[config.mk]
export PLATFORM = sky130hd
export DESIGN_NAME = timer_ch0_capture_compare_status
export DESIGN_NICKNAME = d
export VERILOG_FILES = /design/src/timer_ch0_pkg.sv /design/src/timer_ch0_capture_compare_status.sv
export VERILOG_INCLUDE_DIRS = /design/src
export SDC_FILE = /design/constraint.sdc
export NUM_CORES = 1
export LEC_CHECK = 0
export ABC_AREA = 1
export BUFFER_PORTS_ARGS = -buffer_cell sky130_fd_sc_hd__buf_2
export CELL_PAD_IN_SITES_DETAIL_PLACEMENT = 0
export CELL_PAD_IN_SITES_GLOBAL_PLACEMENT = 2
export CORE_MARGIN = 2
export CORE_UTILIZATION = 29
export CTS_CLUSTER_DIAMETER = 120
export CTS_CLUSTER_SIZE = 28
export DETAILED_ROUTE_END_ITERATION = 10
export GPL_TIMING_DRIVEN = 0
export PLACE_DENSITY_LB_ADDON = 0.12
export SKIP_LAST_GASP = 1
export SYNTH_ARGS = -nofsm -noshare
export SYNTH_HDL_FRONTEND = slang
export SYNTH_SLANG_ARGS = --single-unit
[constraint.sdc]
create_clock -name aclk -period 3 [get_ports aclk]
set_clock_uncertainty 0.2 [all_clocks]
set_input_delay 0.15 -clock aclk [delete_from_list [all_inputs] [get_ports aclk]]
set_output_delay 0.15 -clock aclk [all_outputs]
set_load 0.01 [all_outputs]
[src/timer_ch0_defines.svh]
// Offsets, field positions, reset values and response codes of the channel 0 status block.
`ifndef TIMER_CH0_DEFINES_SVH
`define TIMER_CH0_DEFINES_SVH

`define OFS_IO_CONTROL_D   4'h0
`define OFS_STATUS         4'h4
`define OFS_IRQ_ENABLE     4'h8
`define OFS_GENERAL_REG_D  4'hC

`define CTL_AD_ENABLE_BIT  7
`define IO_CAPTURE_BIT     3
`define IO_LEVEL_BIT       2

`define FLAG_A             0
`define FLAG_B             1
`define FLAG_C             2
`define FLAG_D             3
`define FLAG_OVF           4
`define FLAG_COUNT         5

`define STATUS_FIXED_ONES  8'hC0
`define RESET_IO_CONTROL   4'h0
`define RESET_FLAGS        5'h00
`define RESET_GENERAL_D    16'hFFFF
`define COUNTER_MAX        16'hFFFF
`define COUNTER_ZERO       16'h0000
`define PRESCALER_UNDIV    3'h0

`define RESP_OKAY          2'h0
`define RESP_DECERR        2'h3

`endif

[src/timer_ch0_pkg.sv]
// Types shared by the channel 0 capture/compare and status block.
`default_nettype none
package timer_ch0_pkg;

  typedef enum logic [1:0] {
    MODE_COMPARE,
    MODE_CAPTURE_PIN,
    MODE_CAPTURE_CH1,
    MODE_BUFFER
  } io_mode_t;

  typedef logic [4:0] flags_t;

endpackage : timer_ch0_pkg
`default_nettype wire

[src/timer_ch0_capture_compare_status.sv]
// Channel 0 register D capture/compare, status flags, interrupts and AXI4-Lite register slave.
`timescale 1ns/10ps
`default_nettype none
`include "timer_ch0_defines.svh"
module timer_ch0_capture_compare_status (
  input  wire logic                    aclk,
  input  wire logic                    aresetn,
  input  wire logic                    s_axi_awvalid,
  output logic                         s_axi_awready,
  input  wire logic [3:0]              s_axi_awaddr,
  input  wire logic                    s_axi_wvalid,
  output logic                         s_axi_wready,
  input  wire logic [31:0]             s_axi_wdata,
  input  wire logic [3:0]              s_axi_wstrb,
  output logic                         s_axi_bvalid,
  input  wire logic                    s_axi_bready,
  output logic [1:0]                   s_axi_bresp,
  input  wire logic                    s_axi_arvalid,
  output logic                         s_axi_arready,
  input  wire logic [3:0]              s_axi_araddr,
  output logic                         s_axi_rvalid,
  input  wire logic                    s_axi_rready,
  output logic [31:0]                  s_axi_rdata,
  output logic [1:0]                   s_axi_rresp,
  input  wire logic [15:0]             channel_counter,
  input  wire logic [15:0]             general_register_a,
  input  wire logic [15:0]             general_register_b,
  input  wire logic [15:0]             general_register_c,
  input  wire logic                    compare_mode_a,
  input  wire logic                    compare_mode_b,
  input  wire logic                    compare_mode_c,
  input  wire logic                    capture_a,
  input  wire logic                    capture_b,
  input  wire logic                    capture_c,
  input  wire logic                    buffer_mode_a,
  input  wire logic                    buffer_mode_b,
  input  wire logic                    channel1_count,
  input  wire logic [2:0]              channel1_prescaler_select,
  input  wire logic                    xfer_activate_a,
  input  wire logic                    xfer_activate_b,
  input  wire logic                    xfer_activate_c,
  input  wire logic                    xfer_activate_d,
  input  wire logic                    transfer_disable_select,
  input  wire logic                    dma_activate_a,
  input  wire logic                    dma_acknowledge_select,
  input  wire logic                    capture_compare_pin_d_in,
  output logic                         capture_compare_pin_d_out,
  output logic                         capture_compare_pin_d_oe,
  output logic                         irq_a,
  output logic                         irq_b,
  output logic                         irq_c,
  output logic                         irq_d,
  output logic                         irq_overflow,
  output logic                         irq,
  output logic                         ad_start_request
);
  import timer_ch0_pkg::*;

  logic [3:0]  io_control_d;
  logic        ad_enable;
  flags_t      status;
  flags_t      armed;
  flags_t      irq_enable;
  logic [15:0] general_register_d;
  logic [15:0] counter_prev;
  logic        pin_meta;
  logic        pin_sync;
  logic        pin_prev;
  logic        pin_level;
  logic        aw_held;
  logic        w_held;
  logic [3:0]  aw_addr;
  logic [31:0] w_data;
  logic [3:0]  w_strb;
  logic        bvalid;
  logic [1:0]  bresp;
  logic        rvalid;
  logic [31:0] rdata;
  logic [1:0]  rresp;
  logic        ad_request;

  logic [3:0]  next_io_control_d;
  logic        next_ad_enable;
  flags_t      next_status;
  flags_t      next_armed;
  flags_t      next_irq_enable;
  logic [15:0] next_general_register_d;
  logic        next_pin_level;
  logic        next_aw_held;
  logic        next_w_held;
  logic [3:0]  next_aw_addr;
  logic [31:0] next_w_data;
  logic [3:0]  next_w_strb;
  logic        next_bvalid;
  logic [1:0]  next_bresp;
  logic        next_rvalid;
  logic [31:0] next_rdata;
  logic [1:0]  next_rresp;
  logic        next_ad_request;

  io_mode_t    mode_d;
  logic        counter_moved;
  logic        match_d;
  logic        capture_d;
  logic        rise;
  logic        fall;
  logic        do_write;
  logic        do_read;
  logic        wr_status;
  flags_t      set_event;
  flags_t      hw_clear;
  flags_t      sw_clear;
  logic [31:0] read_value;

  // The pin is asynchronous; only the second and third stages feed the edge detector.
  always_ff @(posedge aclk) begin
    if (!aresetn) begin
      pin_meta <= 1'b0;
      pin_sync <= 1'b0;
      pin_prev <= 1'b0;
    end else begin
      pin_meta <= capture_compare_pin_d_in;
      pin_sync <= pin_meta;
      pin_prev <= pin_sync;
    end
  end

  assign rise = pin_sync & ~pin_prev;
  assign fall = ~pin_sync & pin_prev;
  assign counter_moved = channel_counter != counter_prev;

  always_comb begin
    if (buffer_mode_b) begin
      mode_d = MODE_BUFFER;
    end else if (!io_control_d[`IO_CAPTURE_BIT]) begin
      mode_d = MODE_COMPARE;
    end else if (io_control_d[`IO_LEVEL_BIT]) begin
      mode_d = MODE_CAPTURE_CH1;
    end else begin
      mode_d = MODE_CAPTURE_PIN;
    end
  end

  always_comb begin
    match_d   = 1'b0;
    capture_d = 1'b0;
    unique case (mode_d)
      MODE_COMPARE: begin
        match_d = counter_moved && (channel_counter == general_register_d);
      end
      MODE_CAPTURE_PIN: begin
        unique case (io_control_d[1:0])
          2'h0:    capture_d = rise;
          2'h1:    capture_d = fall;
          default: capture_d = rise | fall;
        endcase
      end
      MODE_CAPTURE_CH1: begin
        capture_d = channel1_count && (channel1_prescaler_select != `PRESCALER_UNDIV);
      end
      MODE_BUFFER: begin
        match_d   = 1'b0;
      end
    endcase
  end

  always_comb begin
    set_event = '0;
    set_event[`FLAG_A] = compare_mode_a ? (counter_moved && channel_counter == general_register_a)
                                        : capture_a;
    set_event[`FLAG_B] = compare_mode_b ? (counter_moved && channel_counter == general_register_b)
                                        : capture_b;
    set_event[`FLAG_C] = buffer_mode_a ? 1'b0
                       : compare_mode_c ? (counter_moved && channel_counter == general_register_c)
                       : capture_c;
    set_event[`FLAG_D] = match_d | capture_d;
    set_event[`FLAG_OVF] = (counter_prev == `COUNTER_MAX) && (channel_counter == `COUNTER_ZERO);
    hw_clear = '0;
    hw_clear[`FLAG_A] = (xfer_activate_a && !transfer_disable_select)
                      || (dma_activate_a && dma_acknowledge_select);
    hw_clear[`FLAG_B] = xfer_activate_b && !transfer_disable_select;
    hw_clear[`FLAG_C] = xfer_activate_c && !transfer_disable_select;
    hw_clear[`FLAG_D] = xfer_activate_d && !transfer_disable_select;
  end

  assign s_axi_awready = !aw_held && !bvalid;
  assign s_axi_wready  = !w_held && !bvalid;
  assign s_axi_arready = !rvalid;
  assign do_write  = aw_held && w_held && !bvalid;
  assign do_read   = s_axi_arvalid && !rvalid;
  assign wr_status = do_write && aw_addr == `OFS_STATUS && w_strb[0];

  // Only flags seen as one by a read may be cleared by the following zero write.
  assign sw_clear = wr_status ? (armed & ~w_data[4:0]) : '0;

  always_comb begin
    unique case (s_axi_araddr)
      `OFS_IO_CONTROL_D:  read_value = {24'h0, ad_enable, 3'h0, io_control_d};
      `OFS_STATUS:        read_value = {24'h0, `STATUS_FIXED_ONES | {3'h0, status}};
      `OFS_IRQ_ENABLE:    read_value = {27'h0, irq_enable};
      `OFS_GENERAL_REG_D: read_value = {16'h0, general_register_d};
      default:            read_value = 32'h0;
    endcase
  end

  always_comb begin
    next_io_control_d       = io_control_d;
    next_ad_enable          = ad_enable;
    next_irq_enable         = irq_enable;
    next_general_register_d = general_register_d;
    next_pin_level          = pin_level;
    next_aw_held            = aw_held;
    next_w_held             = w_held;
    next_aw_addr            = aw_addr;
    next_w_data             = w_data;
    next_w_strb             = w_strb;
    next_bvalid             = bvalid;
    next_bresp              = bresp;
    next_rvalid             = rvalid;
    next_rdata              = rdata;
    next_rresp              = rresp;
    // A flag event in the clearing cycle wins over every clear.
    next_status = (status & ~hw_clear & ~sw_clear) | set_event;
    next_armed  = armed & ~sw_clear & ~hw_clear;
    if (s_axi_awvalid && s_axi_awready) begin
      next_aw_held = 1'b1;
      next_aw_addr = s_axi_awaddr;
    end
    if (s_axi_wvalid && s_axi_wready) begin
      next_w_held = 1'b1;
      next_w_data = s_axi_wdata;
      next_w_strb = s_axi_wstrb;
    end
    if (do_write) begin
      next_aw_held = 1'b0;
      next_w_held  = 1'b0;
      next_bvalid  = 1'b1;
      next_bresp   = `RESP_OKAY;
      unique case (aw_addr)
        `OFS_IO_CONTROL_D: begin
          if (w_strb[0]) begin
            next_io_control_d = w_data[3:0];
            next_ad_enable    = w_data[`CTL_AD_ENABLE_BIT];
            next_pin_level    = w_data[`IO_LEVEL_BIT];
          end
        end
        `OFS_STATUS: begin
          next_bresp = `RESP_OKAY;
        end
        `OFS_IRQ_ENABLE: begin
          if (w_strb[0]) begin
            next_irq_enable = w_data[4:0];
          end
        end
        `OFS_GENERAL_REG_D: begin
          if (w_strb[0]) begin
            next_general_register_d[7:0] = w_data[7:0];
          end
          if (w_strb[1]) begin
            next_general_register_d[15:8] = w_data[15:8];
          end
        end
        default: begin
          next_bresp = `RESP_DECERR;
        end
      endcase
    end
    if (bvalid && s_axi_bready) begin
      next_bvalid = 1'b0;
    end
    if (capture_d) begin
      next_general_register_d = channel_counter;
    end
    if (match_d) begin
      unique case (io_control_d[1:0])
        2'h0:    next_pin_level = pin_level;
        2'h1:    next_pin_level = 1'b0;
        2'h2:    next_pin_level = 1'b1;
        default: next_pin_level = ~pin_level;
      endcase
    end
    if (do_read) begin
      next_rvalid = 1'b1;
      next_rdata  = read_value;
      next_rresp  = (s_axi_araddr[1:0] == 2'h0) ? `RESP_OKAY : `RESP_DECERR;
      if (s_axi_araddr == `OFS_STATUS) begin
        next_armed = (armed & ~sw_clear & ~hw_clear) | status;
      end
    end else if (rvalid && s_axi_rready) begin
      next_rvalid = 1'b0;
    end
    // Conversion start follows a register A event, gated by software.
    next_ad_request = ad_enable && set_event[`FLAG_A];
  end

  always_ff @(posedge aclk) begin
    if (!aresetn) begin
      io_control_d       <= `RESET_IO_CONTROL;
      ad_enable          <= 1'b0;
      status             <= `RESET_FLAGS;
      armed              <= `RESET_FLAGS;
      irq_enable         <= `RESET_FLAGS;
      general_register_d <= `RESET_GENERAL_D;
      counter_prev       <= 16'h0000;
      pin_level          <= 1'b0;
      aw_held            <= 1'b0;
      w_held             <= 1'b0;
      aw_addr            <= 4'h0;
      w_data             <= 32'h0;
      w_strb             <= 4'h0;
      bvalid             <= 1'b0;
      bresp              <= `RESP_OKAY;
      rvalid             <= 1'b0;
      rdata              <= 32'h0;
      rresp              <= `RESP_OKAY;
      ad_request         <= 1'b0;
    end else begin
      io_control_d       <= next_io_control_d;
      ad_enable          <= next_ad_enable;
      status             <= next_status;
      armed              <= next_armed;
      irq_enable         <= next_irq_enable;
      general_register_d <= next_general_register_d;
      counter_prev       <= channel_counter;
      pin_level          <= next_pin_level;
      aw_held            <= next_aw_held;
      w_held             <= next_w_held;
      aw_addr            <= next_aw_addr;
      w_data             <= next_w_data;
      w_strb             <= next_w_strb;
      bvalid             <= next_bvalid;
      bresp              <= next_bresp;
      rvalid             <= next_rvalid;
      rdata              <= next_rdata;
      rresp              <= next_rresp;
      ad_request         <= next_ad_request;
    end
  end

  assign s_axi_bvalid = bvalid;
  assign s_axi_bresp  = bresp;
  assign s_axi_rvalid = rvalid;
  assign s_axi_rdata  = rdata;
  assign s_axi_rresp  = rresp;

  // The pin is driven only in compare mode with an action selected; buffer mode releases it.
  assign capture_compare_pin_d_out = pin_level;
  assign capture_compare_pin_d_oe  = (mode_d == MODE_COMPARE) && (io_control_d[1:0] != 2'h0);
  assign ad_start_request          = ad_request;

  assign irq_a        = status[`FLAG_A] & irq_enable[`FLAG_A];
  assign irq_b        = status[`FLAG_B] & irq_enable[`FLAG_B];
  assign irq_c        = status[`FLAG_C] & irq_enable[`FLAG_C];
  assign irq_d        = status[`FLAG_D] & irq_enable[`FLAG_D];
  assign irq_overflow = status[`FLAG_OVF] & irq_enable[`FLAG_OVF];
  assign irq          = |(status & irq_enable);
endmodule : timer_ch0_capture_compare_status
`default_nettype wire

==> impl_metrics.prom, run 1 <==
# TYPE chip_impl_metric gauge
chip_impl_info{name="run_status",value="finished clean"} 1
chip_impl_info{name="mostFrequentLayoutCell",value="sky130_fd_sc_hd__nand2_1"} 1
chip_impl_metric{name="layout.filler_cells",unit=""} 2163
chip_impl_info{name="critical-path-top-cell-by-count",value="sky130_fd_sc_hd__nand2_1"} 1
chip_impl_info{name="postSynth.topFlopCell",value="sky130_fd_sc_hd__dfxtp_1"} 1
chip_impl_metric{name="insertion_delay",unit="ps"} 360
chip_impl_info{name="timing.critical_path.cells",value="dlygate4sd3_1 -> buf_2 -> inv_2 -> nand2_1 -> nand2_1 -> nor2_1 -> nand2_1 -> nor2_2 -> nand2_2 -> nand3_2 -> a21oi_1 -> dlygate4sd3_1"} 1
chip_impl_metric{name="multiInputGateArea",unit="um^2"} 2860
chip_impl_metric{name="synth_cells",unit=""} 838
chip_impl_metric{name="final-instance-count-excl-fill",unit=""} 1328
chip_impl_metric{name="numPlacedInstances",unit=""} 1258
chip_impl_metric{name="row_count",unit=""} 51
chip_impl_metric{name="final_period_minus_worst_setup_slack",unit="ps"} 2330
chip_impl_metric{name="synth.avg_cell_area",unit="um^2"} 6.73
chip_impl_metric{name="synth-async-reset-ratio",unit="%"} 0
chip_impl_metric{name="power.share.sequential",unit="%"} 45.3
chip_impl_metric{name="critical_path.max_fanout",unit=""} 7
chip_impl_metric{name="synth.ff_latch_count",unit=""} 101
chip_impl_metric{name="synth.yosys.seq_area_share",unit="%"} 35.8
chip_impl_metric{name="drt_wirelength",unit="um"} 19900
chip_impl_metric{name="antenna-diode-count",unit=""} 0
chip_impl_metric{name="peak_per_stage_delay_on_the_critical_path",unit="ps"} 540
chip_impl_metric{name="worst-slew-pin-transition",unit="ps"} 696
chip_impl_metric{name="design.final.nets",unit=""} 1201
chip_impl_metric{name="clock_tree.buffer_depth",unit=""} 2
chip_impl_info{name="path_class",value="primary input to flop"} 1
chip_impl_info{name="unrepaired_setup_endpoints_after_global_routing",value="no"} 1
chip_impl_metric{name="pwr-share-clk",unit="%"} 35.3
chip_impl_metric{name="layout-drive-gt1-share",unit="%"} 22.0
chip_impl_metric{name="finalSetupTns",unit="ps"} 0
chip_impl_metric{name="placement.io_buffers",unit=""} 140
chip_impl_metric{name="achievable-frequency",unit="MHz"} 429
chip_impl_metric{name="gp_congestion",unit=""} 0.835
chip_impl_metric{name="swShare",unit="%"} 29.5
chip_impl_metric{name="ctsHtreeMaxLevel",unit=""} 3
chip_impl_info{name="timing.hold.worst.class",value="primary input to flop"} 1
chip_impl_metric{name="cts_setup_buffers",unit=""} 0
chip_impl_metric{name="dp_hpwl",unit="um"} 15500
chip_impl_metric{name="route.detailed.drc",unit=""} 0
chip_impl_metric{name="total_power_density_per_cell_area",unit="nW/um^2"} 427
chip_impl_metric{name="cts.sink_count",unit=""} 101
chip_impl_metric{name="dr.first_iter.drc_count",unit=""} 321
chip_impl_metric{name="post-place-ws",unit="ps"} 861
chip_impl_info{name="clockRootBuffer",value="sky130_fd_sc_hd__clkbuf_16"} 1
chip_impl_metric{name="final_hold_viol_count",unit=""} 0
chip_impl_metric{name="grt_max_degree",unit=""} 17
chip_impl_metric{name="initial_antenna_violation_count",unit=""} 0
chip_impl_metric{name="detailroute.via_count",unit=""} 5868
chip_impl_metric{name="power_frac_comb",unit="%"} 19.4
chip_impl_metric{name="detailedRoute.firstPassIterationCount",unit=""} 5
chip_impl_metric{name="first_global_vias",unit=""} 5363
chip_impl_metric{name="area_growth",unit="%"} 33.8
chip_impl_metric{name="power.net_switching",unit="W"} 0.000950
chip_impl_metric{name="routed_via_density",unit=""} 4.42
chip_impl_metric{name="initial_core_utilization",unit="%"} 29.3
chip_impl_metric{name="cts.clk_slew.worst_paths",unit="ps"} 70
chip_impl_metric{name="tritoncts.num_buffers",unit=""} 9
chip_impl_metric{name="ys.warnings.count",unit=""} 0
chip_impl_metric{name="grt_overflow_total",unit=""} 0
chip_impl_info{name="worstSetupStartpointType",value="primary input"} 1
chip_impl_metric{name="wire_length_of_the_first_global_routing_pass",unit="um"} 30200
chip_impl_metric{name="post_synth_num_cell_types",unit=""} 39
chip_impl_metric{name="cellInternalPower",unit="W"} 0.00227
chip_impl_info{name="tritoncts_clock_tree",value="done"} 1
chip_impl_metric{name="die_x",unit="um"} 143
chip_impl_metric{name="drt-wirelength-per-cell",unit="um"} 15.0
chip_impl_metric{name="finalMaxSlewViolations",unit=""} 0
chip_impl_metric{name="grt_usage",unit="%"} 19.4
chip_impl_metric{name="critPathBufInv",unit=""} 4
chip_impl_metric{name="power.static_leakage",unit="nW"} 3.72
chip_impl_metric{name="design.die.area",unit="um^2"} 20600
chip_impl_metric{name="crit_path_setup_slack_layout",unit="ps"} 669
chip_impl_metric{name="final-setup-viol-count",unit=""} 0
chip_impl_metric{name="slew_headroom",unit="%"} 53.6
chip_impl_metric{name="layout_worst_path_cycle_share",unit="%"} 77.7
chip_impl_metric{name="mappedNetlistArea",unit="um^2"} 5640
chip_impl_info{name="critical_path.endpoint_type",value="flop"} 1
chip_impl_info{name="cpMaxStageDelayCell",value="sky130_fd_sc_hd__dlygate4sd3_1"} 1
chip_impl_metric{name="timing.critical_path.required",unit="ps"} 3040
chip_impl_info{name="critical-path-top-delay-family",value="buffers and inverters"} 1
chip_impl_metric{name="floorplan.die.height",unit="um"} 143
chip_impl_metric{name="design.portCount",unit=""} 185
chip_impl_metric{name="drv.max_cap_violation_count",unit=""} 0
chip_impl_metric{name="core_area",unit="um^2"} 19300
chip_impl_metric{name="ir_worst_vdd",unit="mV"} 0.266
chip_impl_info{name="most-common-layout-cells",value="194 x sky130_fd_sc_hd__nand2_1, 146 x sky130_fd_sc_hd__buf_2, 109 x sky130_fd_sc_hd__inv_1"} 1
chip_impl_metric{name="synth_enable_flop_cells",unit=""} 0
chip_impl_metric{name="worst_ep_arrival_time",unit="ps"} 2370
chip_impl_metric{name="sequential_cell_area",unit="um^2"} 2020
chip_impl_metric{name="ant_nets",unit=""} 0
synthesized netlist by cell type (4+ instances only):
cell,number,area share [%]
sky130_fd_sc_hd__nand2_1,194,13
sky130_fd_sc_hd__inv_1,109,7.3
sky130_fd_sc_hd__dfxtp_1,101,36
sky130_fd_sc_hd__o21ai_0,86,7.6
sky130_fd_sc_hd__a21oi_1,65,5.8
sky130_fd_sc_hd__nand3_1,61,5.4
sky130_fd_sc_hd__nor2_1,42,2.8
sky130_fd_sc_hd__buf_4,29,3.9
sky130_fd_sc_hd__inv_2,13,0.86
sky130_fd_sc_hd__clkbuf_1,12,0.80
sky130_fd_sc_hd__o21ai_1,11,0.98
sky130_fd_sc_hd__xnor2_1,11,1.7
sky130_fd_sc_hd__xor2_1,10,1.6
sky130_fd_sc_hd__nand4_1,9,1.0
sky130_fd_sc_hd__nor3_1,9,0.80
sky130_fd_sc_hd__ha_1,8,1.8
sky130_fd_sc_hd__nand2_2,7,0.78
sky130_fd_sc_hd__nor2_2,7,0.78
sky130_fd_sc_hd__buf_2,6,0.53
sky130_fd_sc_hd__o2111ai_1,5,0.78
sky130_fd_sc_hd__o211ai_1,5,0.67
sky130_fd_sc_hd__o22ai_1,5,0.55
sky130_fd_sc_hd__buf_6,4,0.80
sky130_fd_sc_hd__nor4_1,4,0.44
sky130_fd_sc_hd__or2_2,4,0.44
cell type report:
type,instances,share of cell area (%)
clock inverters,4,0.414
inverters,123,6.12
well taps,265,4.39
multi-input cells,577,37.9
plain buffers,52,4.66
repair buffers,194,16.4
flip-flops and latches,101,26.8
clock buffers,12,3.26
sequential cells by signal, summed over array words and instances (netlist names), 2 cells and up:
signal              flops
io_control_d            4
w_strb                  2
w_data                 16
aw_addr                 4
s_axi_rdata            16
general_register_d     16
status                  5
counter_prev           16
irq_enable              5
armed                   5
kinds of logic (layout without fill, tap and decap cells):
group / after synthesis / count (layout) / share of synthesized area, %
xor gates and xnor gates: 21 / 21 / 3.26
other: 1 / 16 / 0.0665
buffers and inverters: 175 / 385 / 14.4
AOI/OAI and AO/OA: 186 / 186 / 17.6
DFF: 101 / 101 / 35.8
and+or+nand+nor: 346 / 346 / 27.0
adders and majority gates: 8 / 8 / 1.77
layer usage:
layer	global-route usage [%]	share of wire, %	vias up
li1	-	-	3110
met1	27.6	51	2608
met2	31.1	44	136
met3	3.30	4.3	14
met4	3.82	0.90	0
met5	0	0	-
stage by stage:
step                power [W]  utilization (%)  hold slack [ps]  area (um^2)
global placement      0.00207             34.9              139         6730
CTS                   0.00327             39.2             1.13         7550
detailed placement    0.00207             34.9              138         6730
floorplan             0.00183                -             43.5         5700
finish                0.00322             39.2             10.3         7550
global route          0.00339             39.2             20.7         7550
worst min-delay path, stage by stage:
cell	delay, ps
sky130_fd_sc_hd__buf_2	140
sky130_fd_sc_hd__nor3_4	90
sky130_fd_sc_hd__nand3_1	70
sky130_fd_sc_hd__a21oi_1	60
power by group through the flow:
| stage | Combinational, W | Sequential [W] | Clock, W |
|---|---|---|---|
| 2_1_floorplan | 0.000346 | 0.00148 | 0 |
| 3_3_place_gp | 0.000575 | 0.00149 | 0 |
| 3_5_place_dp | 0.000576 | 0.00149 | 0 |
| 4_1_cts | 0.000632 | 0.00146 | 0.00118 |
| 5_1_grt | 0.000706 | 0.00147 | 0.00122 |
| 6_report | 0.000626 | 0.00146 | 0.00114 |
what timing repair did:
item	CTS	global route
endpoints found under the hold margin	64	0
hold buffers	54	0
endpoints found under the setup margin	0	0
resized for setup	0	0
worst paths after layout:
kind                                start                            endpoint  slack (ps)  depth (start not counted)
max                   channel_counter[11]         ad_start_request$_SDFF_PN0_         670                         12
min                       s_axi_araddr[3]                 armed[0]$_SDFF_PN0_          10                          4
max reg2reg  io_control_d[2]$_SDFFE_PN0P_  general_register_d[5]$_SDFFE_PN1P_         830                         11
min reg2reg           pin_meta$_SDFF_PN0_                 pin_sync$_SDFF_PN0_         210                          2
No activity file was read; power rests on OpenSTA's default activity.
==> run 2, diff against run 1 <==
--- a/config.mk
+++ b/config.mk
@@ -6,7 +6,7 @@
 export SDC_FILE = /design/constraint.sdc
 export NUM_CORES = 1
 export LEC_CHECK = 0
-export ABC_AREA = 1
+export ABC_AREA = 0
 export BUFFER_PORTS_ARGS = -buffer_cell sky130_fd_sc_hd__buf_2
 export CELL_PAD_IN_SITES_DETAIL_PLACEMENT = 0
 export CELL_PAD_IN_SITES_GLOBAL_PLACEMENT = 2
==> constraint.sdc (replaced) <==
create_clock -name aclk -period 2.27 [get_ports aclk]
set_clock_uncertainty 0.2 [all_clocks]
set_input_delay 0.1135 -clock aclk [delete_from_list [all_inputs] [get_ports aclk]]
set_output_delay 0.1135 -clock aclk [all_outputs]
set_load 0.01 [all_outputs]
==> impl_metrics.prom, run 2 <==
# TYPE chip_impl_metric gauge
chip_impl_info{name="timing.hold.worst.class",value="primary input to flop"} 1
chip_impl_metric{name="power.static_leakage",unit="nW"} 2.98
chip_impl_metric{name="worst_ep_arrival_time",unit="ps"} 2130
chip_impl_metric{name="dp_hpwl",unit="um"} 13000
chip_impl_metric{name="row_count",unit=""} 49
chip_impl_metric{name="drt_wirelength",unit="um"} 17100
chip_impl_metric{name="synth-async-reset-ratio",unit="%"} 0
chip_impl_metric{name="design.die.area",unit="um^2"} 19300
chip_impl_metric{name="synth_enable_flop_cells",unit=""} 0
chip_impl_metric{name="area_growth",unit="%"} 33.7
chip_impl_metric{name="dr.first_iter.drc_count",unit=""} 199
chip_impl_metric{name="detailroute.via_count",unit=""} 4745
chip_impl_metric{name="cts.clk_slew.worst_paths",unit="ps"} 70
chip_impl_metric{name="ir_worst_vdd",unit="mV"} 0.392
chip_impl_metric{name="mappedNetlistArea",unit="um^2"} 5280
chip_impl_metric{name="layout_worst_path_cycle_share",unit="%"} 93.0
chip_impl_info{name="run_status",value="finished clean"} 1
chip_impl_metric{name="ctsHtreeMaxLevel",unit=""} 3
chip_impl_info{name="synth_commonest_cells",value="101 x sky130_fd_sc_hd__dfxtp_1, 69 x sky130_fd_sc_hd__nand2_1, 60 x sky130_fd_sc_hd__xnor2_1"} 1
chip_impl_metric{name="synth.yosys.seq_area_share",unit="%"} 38.3
chip_impl_metric{name="design.portCount",unit=""} 185
chip_impl_metric{name="grt_max_degree",unit=""} 15
chip_impl_metric{name="finalMaxSlewViolations",unit=""} 0
chip_impl_info{name="most_frequent_cell_after_synthesis",value="sky130_fd_sc_hd__dfxtp_1"} 1
chip_impl_info{name="worstSetupStartpointType",value="flop"} 1
chip_impl_metric{name="critical_path.max_fanout",unit=""} 10
chip_impl_metric{name="wire_length_of_the_first_global_routing_pass",unit="um"} 26600
chip_impl_info{name="critical_path.endpoint_type",value="flop"} 1
chip_impl_metric{name="grt_usage",unit="%"} 17.7
chip_impl_metric{name="final-setup-viol-count",unit=""} 0
chip_impl_info{name="clockRootBuffer",value="sky130_fd_sc_hd__clkbuf_16"} 1
chip_impl_info{name="post_synth_main_area_contributors",value="sky130_fd_sc_hd__dfxtp_1 38%, sky130_fd_sc_hd__xnor2_1 10%, sky130_fd_sc_hd__mux2i_1 5.9%"} 1
chip_impl_info{name="postSynth.topFlopCell",value="sky130_fd_sc_hd__dfxtp_1"} 1
chip_impl_metric{name="cts.sink_count",unit=""} 101
chip_impl_metric{name="synth_cells",unit=""} 593
chip_impl_info{name="tritoncts_clock_tree",value="done"} 1
chip_impl_metric{name="total_power_density_per_cell_area",unit="nW/um^2"} 572
chip_impl_metric{name="detailedRoute.firstPassIterationCount",unit=""} 4
chip_impl_metric{name="layout-drive-gt1-share",unit="%"} 25.7
chip_impl_metric{name="synth_top_cell_area_share",unit="%"} 38.3
chip_impl_metric{name="slew_headroom",unit="%"} 50.3
chip_impl_metric{name="initial_core_utilization",unit="%"} 29.5
chip_impl_info{name="unrepaired_setup_endpoints_after_global_routing",value="no"} 1
chip_impl_metric{name="design.final.nets",unit=""} 940
chip_impl_metric{name="first_global_vias",unit=""} 4880
chip_impl_metric{name="synth.avg_cell_area",unit="um^2"} 8.90
chip_impl_info{name="synth_area_leader_cell",value="sky130_fd_sc_hd__dfxtp_1"} 1
chip_impl_metric{name="timing.critical_path.required",unit="ps"} 2290
chip_impl_metric{name="synth.ff_latch_count",unit=""} 101
chip_impl_metric{name="drv.max_cap_violation_count",unit=""} 0
chip_impl_metric{name="routed_via_density",unit=""} 4.60
chip_impl_metric{name="die_x",unit="um"} 139
chip_impl_metric{name="insertion_delay",unit="ps"} 350
chip_impl_metric{name="worst-slew-pin-transition",unit="ps"} 738
chip_impl_info{name="mostFrequentLayoutCell",value="sky130_fd_sc_hd__buf_2"} 1
chip_impl_metric{name="initial_antenna_violation_count",unit=""} 0
chip_impl_metric{name="achievable-frequency",unit="MHz"} 474
chip_impl_metric{name="grt_overflow_total",unit=""} 0
chip_impl_metric{name="gp_congestion",unit=""} 0.795
chip_impl_metric{name="tritoncts.num_buffers",unit=""} 9
chip_impl_metric{name="drt-wirelength-per-cell",unit="um"} 16.6
chip_impl_metric{name="route.detailed.drc",unit=""} 0
chip_impl_metric{name="final_hold_viol_count",unit=""} 0
chip_impl_metric{name="post_synth_num_cell_types",unit=""} 48
chip_impl_metric{name="core_area",unit="um^2"} 17900
chip_impl_metric{name="antenna-diode-count",unit=""} 0
chip_impl_metric{name="ant_nets",unit=""} 0
chip_impl_metric{name="layout.filler_cells",unit=""} 1897
chip_impl_metric{name="post-layout-total-power",unit="W"} 0.00403
chip_impl_metric{name="final_period_minus_worst_setup_slack",unit="ps"} 2110
chip_impl_info{name="path_class",value="flop to flop"} 1
chip_impl_metric{name="finalSetupTns",unit="ps"} 0
chip_impl_metric{name="floorplan.die.height",unit="um"} 139
chip_impl_info{name="most-common-layout-cells",value="132 x sky130_fd_sc_hd__buf_2, 99 x sky130_fd_sc_hd__dfxtp_1, 69 x sky130_fd_sc_hd__nand2_1"} 1
chip_impl_metric{name="clock_tree.buffer_depth",unit=""} 2
chip_impl_metric{name="ys.warnings.count",unit=""} 0
chip_impl_metric{name="placement.io_buffers",unit=""} 131
## run 2: cell type report
cell class | instances | area [um^2] | share of cell area [%]
clock buffer | 15 | 268 | 3.79
multi-input combinational | 431 | 2990 | 42.3
clock inverter | 1 | 5.00 | 0.0709
inverter | 19 | 71.3 | 1.01
tap | 229 | 287 | 4.06
sequential | 101 | 2020 | 28.7
timing repair buffer | 178 | 1120 | 15.9
buffer | 57 | 298 | 4.22
## run 2: cells by family after synthesis
kind of cell / count (synthesis) / synth area share, %
simple gates: 198 / 19.2
mux: 52 / 11.2
fa+ha+maj: 8 / 1.90
other cells: 1 / 0.0711
flops: 101 / 38.3
compound gates: 77 / 9.32
xor+xnor: 80 / 13.3
buf+inv: 76 / 6.76
## run 2: path summary, 6_finish.rpt
kind	startpoint	to	slack, ps	depth (start not counted)
worst max-delay path	io_control_d[0]$_SDFFE_PN0P_	general_register_d[6]$_SDFFE_PN1P_	160	9
worst min-delay path	compare_mode_c	status[2]$_SDFF_PN0_	2	4
worst max register to register	io_control_d[0]$_SDFFE_PN0P_	general_register_d[6]$_SDFFE_PN1P_	160	9
worst min register to register	pin_meta$_SDFF_PN0_	pin_sync$_SDFF_PN0_	240	1
## run 2: what timing repair did
item	CTS	global route
hold buffers	39	0
pin swaps	3	2
setup endpoints to repair	25	16
setup buffers	7	1
endpoints found under the hold margin	39	0
resized for setup	8	5
## run 2: worst max-delay path, stage by stage, from the launching register on
cell and delay, ps:
sky130_fd_sc_hd__dfxtp_2 350, sky130_fd_sc_hd__inv_1 60, sky130_fd_sc_hd__ha_2 210, sky130_fd_sc_hd__a22o_1 210, sky130_fd_sc_hd__o21a_1 190, sky130_fd_sc_hd__o21ai_2 180
sky130_fd_sc_hd__buf_6 130, sky130_fd_sc_hd__buf_6 160, sky130_fd_sc_hd__mux2i_1 190, sky130_fd_sc_hd__nand2_1 70
## run 2: metal layers
metal,global-route usage (%),up-vias,wire length (um)
li1,-,2388,-
met1,22.5,2241,7880
met3,4.77,9,753
met2,30.7,107,8380
met4,2.98,0,133
met5,0,-,0
## run 2: metrics by stage
step | cell area (um^2) | cells | utilization [%] | setup slack (ps) | hold slack (ps)
after floorplan | 5330 | 608 | - | 45.6 | 12.5
after global placement | 6280 | 968 | 35.1 | -462 | 105
after detailed placement | 6280 | 968 | 35.1 | -509 | 115
after CTS | 7040 | 1030 | 39.3 | 38.9 | 3.41
after global routing | 7060 | 1031 | 39.4 | 10.7 | 6.01
final | 7060 | 1031 | 39.4 | 160 | 1.71
## run 2: report_power, final
group	total, W	switching [W]	internal, W
sequential	0.00191	0.0000647	0.00184
clock	0.00146	0.000656	0.000805
combinational	0.000667	0.000339	0.000329
